**src/logic/isec_pkg.sv**
```systemverilog
// Constants and types of the isolated switch enable control.
// Assumes a 200 MHz system clock; all timing counts derive from it.
package isec_pkg;

  // ****************************************************************
  // Clock
  // ****************************************************************
  localparam int CLK_PERIOD_NS = 5;

  // ****************************************************************
  // Timing
  // ****************************************************************
  // Primary loss timeout before the output is dropped
  localparam int TIMEOUT_NS = 10000;
  localparam logic [11:0] TIMEOUT_CYC = 12'((TIMEOUT_NS + CLK_PERIOD_NS - 1) / CLK_PERIOD_NS);
  localparam logic [11:0] TIMEOUT_LAST = TIMEOUT_CYC - 12'h001;
  // One-shot pulse width
  localparam int PULSE_NS = 1000;
  localparam logic [7:0] PULSE_CYC = 8'((PULSE_NS + CLK_PERIOD_NS - 1) / CLK_PERIOD_NS);
  localparam logic [7:0] PULSE_LAST = PULSE_CYC - 8'h01;

  // ****************************************************************
  // Reset values
  // ****************************************************************
  localparam logic GOOD_RST = 1'b0;
  localparam logic GATE_RST = 1'b0;
  localparam logic KEEP_OFF_RST = 1'b1;

  // ****************************************************************
  // One-shot sequencer states
  // ****************************************************************
  typedef enum logic [1:0] {
    ISEC_IDLE = 2'b00,
    ISEC_PULSE = 2'b01,
    ISEC_WAIT_LOW = 2'b11
  } isec_state_e;

endpackage : isec_pkg

```
**src/logic/isec_uvlo_if.sv**
```systemverilog
// Comparator levels and power-good state of one supply rail.
// Driven by the control core, resolved by the hysteresis tracker.
`timescale 1ns/1ps
interface isec_uvlo_if;
  logic above_rise;
  logic below_fall;
  logic good;
  modport tracker (input above_rise, input below_fall, output good);
  modport user (output above_rise, output below_fall, input good);
endinterface : isec_uvlo_if

```
**src/logic/isec_uvlo_track.sv**
```systemverilog
// Hysteresis power-good tracker for one supply rail.
// Assumes comparator levels synchronous to clk_sys_i.
`timescale 1ns/1ps
module isec_uvlo_track (
  input wire logic clk_sys_i,
  input wire logic arst_n_i,
  isec_uvlo_if.tracker uvlo
);
  import isec_pkg::*;

  logic good_reg;
  logic good_next;

  // Falling threshold wins over rising
  assign good_next = uvlo.below_fall ? 1'b0 : (uvlo.above_rise ? 1'b1 : good_reg);

  always_ff @(posedge clk_sys_i or negedge arst_n_i) begin
    if (!arst_n_i) begin
      good_reg <= GOOD_RST;
    end else begin
      good_reg <= good_next;
    end
  end

  assign uvlo.good = good_reg;
endmodule : isec_uvlo_track

```
**src/logic/isec_core.sv**
```systemverilog
// Gate-drive output control of the isolated switch.
// Assumes all inputs synchronous to clk_sys_i; straps stable at reset release.
`timescale 1ns/1ps

// Operation
// - Standard mode: output follows enable
// - One-shot: each enable rise gives one pulse
// - No new pulse until enable returned low
// - One-shot only in three-wire mode
// - High rail down forces output low
// - Primary lost: output low after timeout
// - Primary good with rise/fall hysteresis
// - High rail good with rise/fall hysteresis
// - High rail droop forces output low
// - Wire mode latched until power cycle
// - High or mid rail low forces low
// - Thermal shutdown stops transfer; output low while primary good
module isec_core (
  input wire logic clk_sys_i,
  input wire logic arst_n_i,
  input wire logic enable_i,
  input wire logic three_wire_strap_i,
  input wire logic oneshot_strap_i,
  input wire logic primary_supply_above_rise_i,
  input wire logic primary_supply_below_fall_i,
  input wire logic secondary_high_rail_above_rise_i,
  input wire logic secondary_high_rail_below_fall_i,
  input wire logic secondary_mid_rail_above_rise_i,
  input wire logic secondary_mid_rail_below_fall_i,
  input wire logic thermal_shutdown_i,
  output logic gate_drive_out_o,
  output logic keep_off_o,
  output logic power_xfer_en_o,
  output logic three_wire_mode_o,
  output logic oneshot_mode_o,
  output logic primary_good_o,
  output logic high_rail_good_o
);
  import isec_pkg::*;

  // ****************************************************************
  // Rail power-good trackers
  // ****************************************************************
  isec_uvlo_if prim_if ();
  isec_uvlo_if high_if ();
  isec_uvlo_if mid_if ();

  assign prim_if.above_rise = primary_supply_above_rise_i;
  assign prim_if.below_fall = primary_supply_below_fall_i;
  assign high_if.above_rise = secondary_high_rail_above_rise_i;
  assign high_if.below_fall = secondary_high_rail_below_fall_i;
  assign mid_if.above_rise = secondary_mid_rail_above_rise_i;
  assign mid_if.below_fall = secondary_mid_rail_below_fall_i;

  isec_uvlo_track u_prim (.clk_sys_i(clk_sys_i), .arst_n_i(arst_n_i), .uvlo(prim_if));
  isec_uvlo_track u_high (.clk_sys_i(clk_sys_i), .arst_n_i(arst_n_i), .uvlo(high_if));
  isec_uvlo_track u_mid (.clk_sys_i(clk_sys_i), .arst_n_i(arst_n_i), .uvlo(mid_if));

  wire p_good = prim_if.good;
  wire h_good = high_if.good;
  wire m_good = mid_if.good;

  // ****************************************************************
  // Wire mode capture
  // ****************************************************************
  logic mode_cap_reg;
  logic three_wire_reg;
  logic oneshot_reg;

  always_ff @(posedge clk_sys_i or negedge arst_n_i) begin
    if (!arst_n_i) begin
      mode_cap_reg <= 1'b0;
      three_wire_reg <= 1'b0;
      oneshot_reg <= 1'b0;
    end else if (!mode_cap_reg) begin
      mode_cap_reg <= 1'b1;
      three_wire_reg <= three_wire_strap_i;
      oneshot_reg <= oneshot_strap_i & three_wire_strap_i;
    end
  end

  // ****************************************************************
  // Qualifiers
  // ****************************************************************
  wire rails_ok = h_good & m_good;
  wire run_ok = p_good & rails_ok & ~thermal_shutdown_i;

  // ****************************************************************
  // Primary loss timeout
  // ****************************************************************
  logic [11:0] to_cnt_reg;
  logic [11:0] to_cnt_next;
  wire to_expired = (to_cnt_reg == TIMEOUT_LAST);
  wire to_running = ~p_good & h_good;

  assign to_cnt_next = !to_running ? 12'h000 :
                       (to_expired ? to_cnt_reg : to_cnt_reg + 12'h001);

  always_ff @(posedge clk_sys_i or negedge arst_n_i) begin
    if (!arst_n_i) begin
      to_cnt_reg <= 12'h000;
    end else begin
      to_cnt_reg <= to_cnt_next;
    end
  end

  // ****************************************************************
  // One-shot sequencer
  // ****************************************************************
  isec_state_e state_reg;
  isec_state_e state_next;
  logic [7:0] pulse_cnt_reg;
  logic [7:0] pulse_cnt_next;

  // Starts in wait-low so enable must be seen low first
  always_comb begin
    state_next = state_reg;
    case (state_reg)
      ISEC_IDLE: begin
        if (oneshot_reg && run_ok && enable_i) begin
          state_next = ISEC_PULSE;
        end
      end
      ISEC_PULSE: begin
        if (pulse_cnt_reg == PULSE_LAST) begin
          state_next = ISEC_WAIT_LOW;
        end
      end
      ISEC_WAIT_LOW: begin
        if (!enable_i) begin
          state_next = ISEC_IDLE;
        end
      end
      default: begin
        state_next = ISEC_WAIT_LOW;
      end
    endcase
  end

  assign pulse_cnt_next = (state_reg == ISEC_PULSE) ? pulse_cnt_reg + 8'h01 : 8'h00;

  always_ff @(posedge clk_sys_i or negedge arst_n_i) begin
    if (!arst_n_i) begin
      state_reg <= ISEC_WAIT_LOW;
      pulse_cnt_reg <= 8'h00;
    end else begin
      state_reg <= state_next;
      pulse_cnt_reg <= pulse_cnt_next;
    end
  end

  // ****************************************************************
  // Gate drive decision
  // ****************************************************************
  logic gate_next;
  logic keep_off_next;
  wire mode_level = oneshot_reg ? (state_next == ISEC_PULSE) : enable_i;
  // Without primary, hold the last level until the timeout ends
  wire prim_lost_level = to_expired ? 1'b0 : gate_drive_out_o;

  assign gate_next = !rails_ok ? 1'b0 :
                     (!p_good ? prim_lost_level :
                     (thermal_shutdown_i ? 1'b0 : mode_level));
  assign keep_off_next = ~rails_ok | (~p_good & to_expired);

  always_ff @(posedge clk_sys_i or negedge arst_n_i) begin
    if (!arst_n_i) begin
      gate_drive_out_o <= GATE_RST;
      keep_off_o <= KEEP_OFF_RST;
      power_xfer_en_o <= 1'b0;
      three_wire_mode_o <= 1'b0;
      oneshot_mode_o <= 1'b0;
      primary_good_o <= GOOD_RST;
      high_rail_good_o <= GOOD_RST;
    end else begin
      gate_drive_out_o <= gate_next;
      keep_off_o <= keep_off_next;
      power_xfer_en_o <= p_good & ~thermal_shutdown_i;
      three_wire_mode_o <= three_wire_reg;
      oneshot_mode_o <= oneshot_reg;
      primary_good_o <= p_good;
      high_rail_good_o <= h_good;
    end
  end
endmodule : isec_core

```
**config.mk**
```make
export PLATFORM = sky130hd
export DESIGN_NAME = isec_core
export DESIGN_NICKNAME = d
export VERILOG_FILES = /design/src/logic/isec_pkg.sv /design/src/logic/isec_uvlo_if.sv /design/src/logic/isec_uvlo_track.sv /design/src/logic/isec_core.sv
export SDC_FILE = /design/constraint.sdc
export NUM_CORES = 1
export LEC_CHECK = 0
export ABC_AREA = 1
export BUFFER_PORTS_ARGS = -buffer_cell sky130_fd_sc_hd__buf_2
export CAP_MARGIN = 20
export CORE_MARGIN = 1
export CORE_UTILIZATION = 45
export DETAILED_ROUTE_END_ITERATION = 10
export GPL_TIMING_DRIVEN = 0
export PLACE_DENSITY = 0.68
export SETUP_SLACK_MARGIN = 0.02
export SLEW_MARGIN = 20
export SYNTH_ARGS = -nofsm -noshare
export SYNTH_HDL_FRONTEND = slang
export SYNTH_SLANG_ARGS = --single-unit
```
**constraint.sdc**
```tcl
create_clock -name clk_sys_i -period 1.23 [get_ports clk_sys_i]
set_input_delay 0.246 -clock clk_sys_i [delete_from_list [all_inputs] [get_ports clk_sys_i]]
set_output_delay 0.246 -clock clk_sys_i [all_outputs]
set_load 0.02 [all_outputs]
```
Word-level counts from Yosys, hierarchy flattened
Index checks and enable logic that the tools add are counted.
{"block": "totals", "ff_bits": 35, "latch_bits": 0, "ram_bits": 0, "romBits": 0, "inputBits": 12, "elab_cells": 60, "mem_count": 0}
{"block": "op_classes", "add_sub_neg": 2, "n_mul": 0, "div_mod_pow": 0, "n_lt_le_gt_ge": 0, "n_eq_ne": 7, "shifts": 0, "muxes": 18, "bitwise": 11, "n_reduce_logical": 6}
{"operator": "12-bit two-way mux", "count": 2}
{"operator": "12-bit by 1-bit adder with 12-bit output (second input constant)", "count": 1}
{"operator": "12-bit by 11-bit == test with 1-bit output (second input constant)", "count": 1}
{"operator": "1-bit two-way mux", "count": 11}
{"operator": "8-bit by 1-bit adder with 8-bit output (second input constant)", "count": 1}
{"operator": "8-bit == test (second input constant)", "count": 1}
{"operator": "8-bit two-way mux", "count": 1}
{"operator": "1-bit bitwise AND", "count": 7}
{"operator": "2-bit two-way mux", "count": 3}
{"operator": "2-bit one-hot mux with 3 select lines", "count": 1}
{"operator": "2-bit nonzero test", "count": 3}
{"operator": "2-bit by 1-bit == test with 1-bit output (second input constant)", "count": 2}
{"operator": "3-bit by 1-bit inequality test with 1-bit output (second input constant)", "count": 1}
{"operator": "1-bit NOT", "count": 3}
{"operator": "2-bit == test (second input constant)", "count": 1}
{"operator": "1-bit logical AND", "count": 2}
{"operator": "2-bit zero test", "count": 1}
{"operator": "2-bit inequality test (second input constant)", "count": 1}
{"operator": "1-bit OR", "count": 1}

Longest topological paths before layout
{"block": "logic_depth", "depth_word": 12, "ltp_mapped": 9}

Modules after synthesis
A second synthesis with hierarchy kept.
{"block": "hier_totals", "hier_cells": 181, "area_unflattened_um2": 1561.5}
{"mod": "isec_core", "instances": 1, "cells_per_inst": 172, "area_per_inst_um2": 1463.9, "seq_area_each_um2": 804.5}
{"mod": "isec_uvlo_track", "instances": 3, "cells_per_inst": 3, "area_per_inst_um2": 32.5, "seq_area_each_um2": 25.0}

Least setup slack after synthesis
No wires, ideal clock.
{"block": "synth_timing", "path_type": "flip-flop to flip-flop", "startpoint": "reg to_cnt_reg[0]", "endpoint": "reg to_cnt_reg[10]", "setup_time_ns": 0.122, "t_arrival_ns": 1.126, "t_required_ns": 1.108, "path_slack_ns": -0.018, "path_stages_with_launch": 7, "period_less_slack_ns": 1.248, "path_cell_list": "dfrtp_1 -> ha_1 -> nand2_2 -> nor3_4 -> nand2_2 -> o21ai_1 -> a21oi_1"}
{"block": "synth_between", "elab_chain_cells": 3}
{"element": "from (decl)", "line": "isec_core.sv:91", "source": "logic [11:0] to_cnt_reg;"}
{"element": "from (signal assigned)", "line": "isec_core.sv:103", "source": "to_cnt_reg <= to_cnt_next;"}
{"element": "12-bit by 1-bit adder with 12-bit output", "line": "isec_core.sv:97", "source": "(to_expired ? to_cnt_reg : to_cnt_reg + 12'h001);"}
{"element": "12-bit two-way mux", "line": "isec_core.sv:97"}
{"element": "12-bit two-way mux", "line": "isec_core.sv:96", "source": "assign to_cnt_next = !to_running ? 12'h000 :"}
Several ways; a longest one is shown, not always the timed one. The select of a mux whose other input is x is not followed.
A chain may end at the register's enable or synchronous reset.

Final worst setup path
{"block": "layout_timing", "startpoint": "reg to_cnt_reg[1]", "endpoint": "reg to_cnt_reg[10]"}
Same word-level chain as after synthesis.

==> metrics.cfg <==
[status]
status=finished with violations
violations=setup timing

[place]
io_buffers=18
post-place-cells=245
hpwl_um=2170
place.gp.congestion=0.856
pre_cts_ws_ns=-0.175
placed_area_mm2=0.00175

[hold_path]
hold_class=input port to flop
min_to=u_high.uvlo.good$_DFFE_PN0P_
min_path_cells=2
hold_path_startpoint=secondary_high_rail_below_fall_i

[power_and_ir_drop]
p_per_area_mw_per_mm2=1320
p_leak_uw=0.00104
total_power_uw=2700
peakVddDrop_mv=1.07

[cells_and_area]
syn_to_final_growth_pct=27.8
drive_above_1_share_pct=37.4
largest_register_ffs=12
final-instance-count-excl-fill=268
n_antenna_cell=0
fillers=307
fin_util_pct=60.7
nets=235
design_area_mm2=0.00204

[synth]
synthMuxAreaShare_pct=0
ys_top_cells_by_count=nand2_1 (36), dfrtp_1 (32), nor2_1 (25), inv_1 (21), a21oi_1 (12)
synth_compound_area_share_pct=8.38
synth-edff-count=0
synth_top_family_by_area=simple AND/OR/NAND/NOR gates
syn_inst=181
synth_nets=195
synthXorXnorAreaFrac_pct=1.10
synth_top_cell_by_area=dfrtp_1
synth_seq_area_share_pct=55.1
synthSimpleGateAreaFrac_pct=28.0
synth_flop_cell=dfrtp_1
yosysWarnings=0
synthAdderAreaFrac_pct=1.57
ys_types=23
synth_top_area_share_pct=50.1
synthTopCellsByArea=dfrtp_1 (50%), nand2_1 (8.5%), nor2_1 (5.9%)
syn_avg_cell_area_um2=8.83
ys_seq_elements=35
netlist_area_mm2=0.00160
synthArstFlopShare_pct=100
synth.most_common_cell=nand2_1

[critical_path]
cp_slowest_stage_delay_ns=0.42
regToRegEndpoint=to_cnt_reg[10]$_DFFE_PN0P_
start_kind=flop
ff2ff_path_depth=6
cp-startpoint=to_cnt_reg[1]$_DFFE_PN0P_
path_cells=ha_4 > nand2_4 > nor3_4 > nand2_2 > o21ai_2 > a21oi_1
r2r_start=to_cnt_reg[1]$_DFFE_PN0P_
reg2reg_slack_ns=-0.05
worstSetupPathType=flop to flop
worst-path-max-fanout=5
worstPathRequired_ns=1.46
slowest_stage=dfrtp_1
end_kind=flop
critPathArrivalTime_ns=1.51

[floorplan]
die_width_um=61.6
core_mm2=0.00336
rows=21
io_pins=19
dieArea_mm2=0.00379
die_y_um=61.6
initial_core_util_pct=47.5

[timing]
rsz0062_at_grt=true
fmax_mhz=780
drv_slew=0
setup_viol=5
clock_skew_ns=0.0128
period_share_pct=104
hold_violations=0
period_minus_slack_ns=1.28
worst_slack_ns=-0.0528

[routing]
wl_um=3240
ant_nets=0
viasPerCell=4.91
wl_per_cell_um=12.1
drt_first_pass_iters=4
vias=1316
drc_errors=0
drt_iter0_markers=24

[clock_network]
htreeDepth=2
clock_path_buffers=2
cts_tree=yes
cts.clk_slew.worst_paths_ns=0.11
cts-root-buf=clkbuf_4
numClockSinks=35
clk_latency_ns=0.34
cts_made_buffers=5

[grt]
grt_pass1_vias=1236
grt_pass1_wl_um=5170
antenna_found_initial=0
grt_max_degree=36
grt_overflow=0
grt_usage_pct=19.4

[run]
maxCapViolations=0

[how the worst max path moves through the flow]
stage | end | slack, ns | cells after the start
after floorplan | to_cnt_reg[10]$_DFFE_PN0P_ | -0.02 | 6
after global placement | to_cnt_reg[1]$_DFFE_PN0P_ | -0.12 | 8
after detailed placement | gate_drive_out_o$_DFFE_PN0P_ | -0.18 | 8
after CTS | keep_off_o | -0.03 | 1
after global routing | to_cnt_reg[10]$_DFFE_PN0P_ | -0.14 | 6
final | to_cnt_reg[10]$_DFFE_PN0P_ | -0.05 | 6
[per-stage QoR]
step	hold WS [ns]	setup TNS, ns
detailed placement	0.365	-1.12
finish	0.0336	-0.0831
global placement	0.340	-0.666
floorplan	-0.0496	-0.0412
global route	0.00967	-0.830
CTS	0.0226	-0.0330
[cell families (layout without fill, tap and decap cells)]
family,count (synthesis),after routing
DFF,35,35
buffers and inverters,24,65
and+or+nand+nor,92,92
adders and majority gates,2,2
AOI/OAI and AO/OA,25,25
xor gates and xnor gates,2,2
other,1,1
[power breakdown]
group | switching, uW | leakage (uW) | internal [uW] | total (uW)
sequential | 75.9 | 0.000458 | 1280 | 1350
clock | 379 | 0.0000353 | 277 | 656
combinational | 361 | 0.000544 | 331 | 692
total | 815 | 0.00104 | 1880 | 2700
[what timing repair did]
action                                  4_1_cts  5_1_grt
endpoints found under the setup margin       13       19
gates resized for setup                      17       20
pin swaps                                     8       14
buffers inserted                              8        6
hold buffers                                  1        0
hold endpoints to repair                     32        0
cloned                                        0        0
[layout by cell type, fill, tap and decap left out, types with 4 or more instances in the layout]
cell	count
a21oi_1	12
buf_2	16
buf_4	14
clkbuf_4	6
dfrtp_1	31
inv_1	20
nand2_1	29
nand2_2	10
nand3_1	7
nand3_2	5
nor2_1	21
nor2_2	4
nor2_4	5
o21ai_0	6
[critical path, delay by kind of cell (launching register included)]
kind | cells | cell delay (ns)
AO/OA/AOI/OAI | 2 | 0.16
adder cells (fa/ha/maj) | 1 | 0.16
flip-flops | 1 | 0.42
AND/OR/NAND/NOR | 3 | 0.43
[final cells by class]
cell class | count | area (um^2) | area share, %
flip-flops and latches | 35 | 881 | 43.1
multi-input cells | 122 | 737 | 36.1
repair buffers | 33 | 214 | 10.5
inverters | 24 | 92.6 | 4.53
well taps | 46 | 57.6 | 2.82
clock buffers | 7 | 55.1 | 2.70
clock inverters | 1 | 5.00 | 0.245
[per-layer routing]
| layer | wire length (um) | up-vias | GRT usage, % | part of all wire, % |
|---|---|---|---|---|
| met5 | 0 | - | 0 | 0 |
| li1 | - | 654 | - | - |
| met2 | 1660 | 26 | 31.5 | 51 |
| met4 | 47 | 0 | 9.52 | 1.4 |
| met3 | 115 | 5 | 6.51 | 3.5 |
| met1 | 1430 | 631 | 22.9 | 44 |
(Power assumes the default switching activity.)
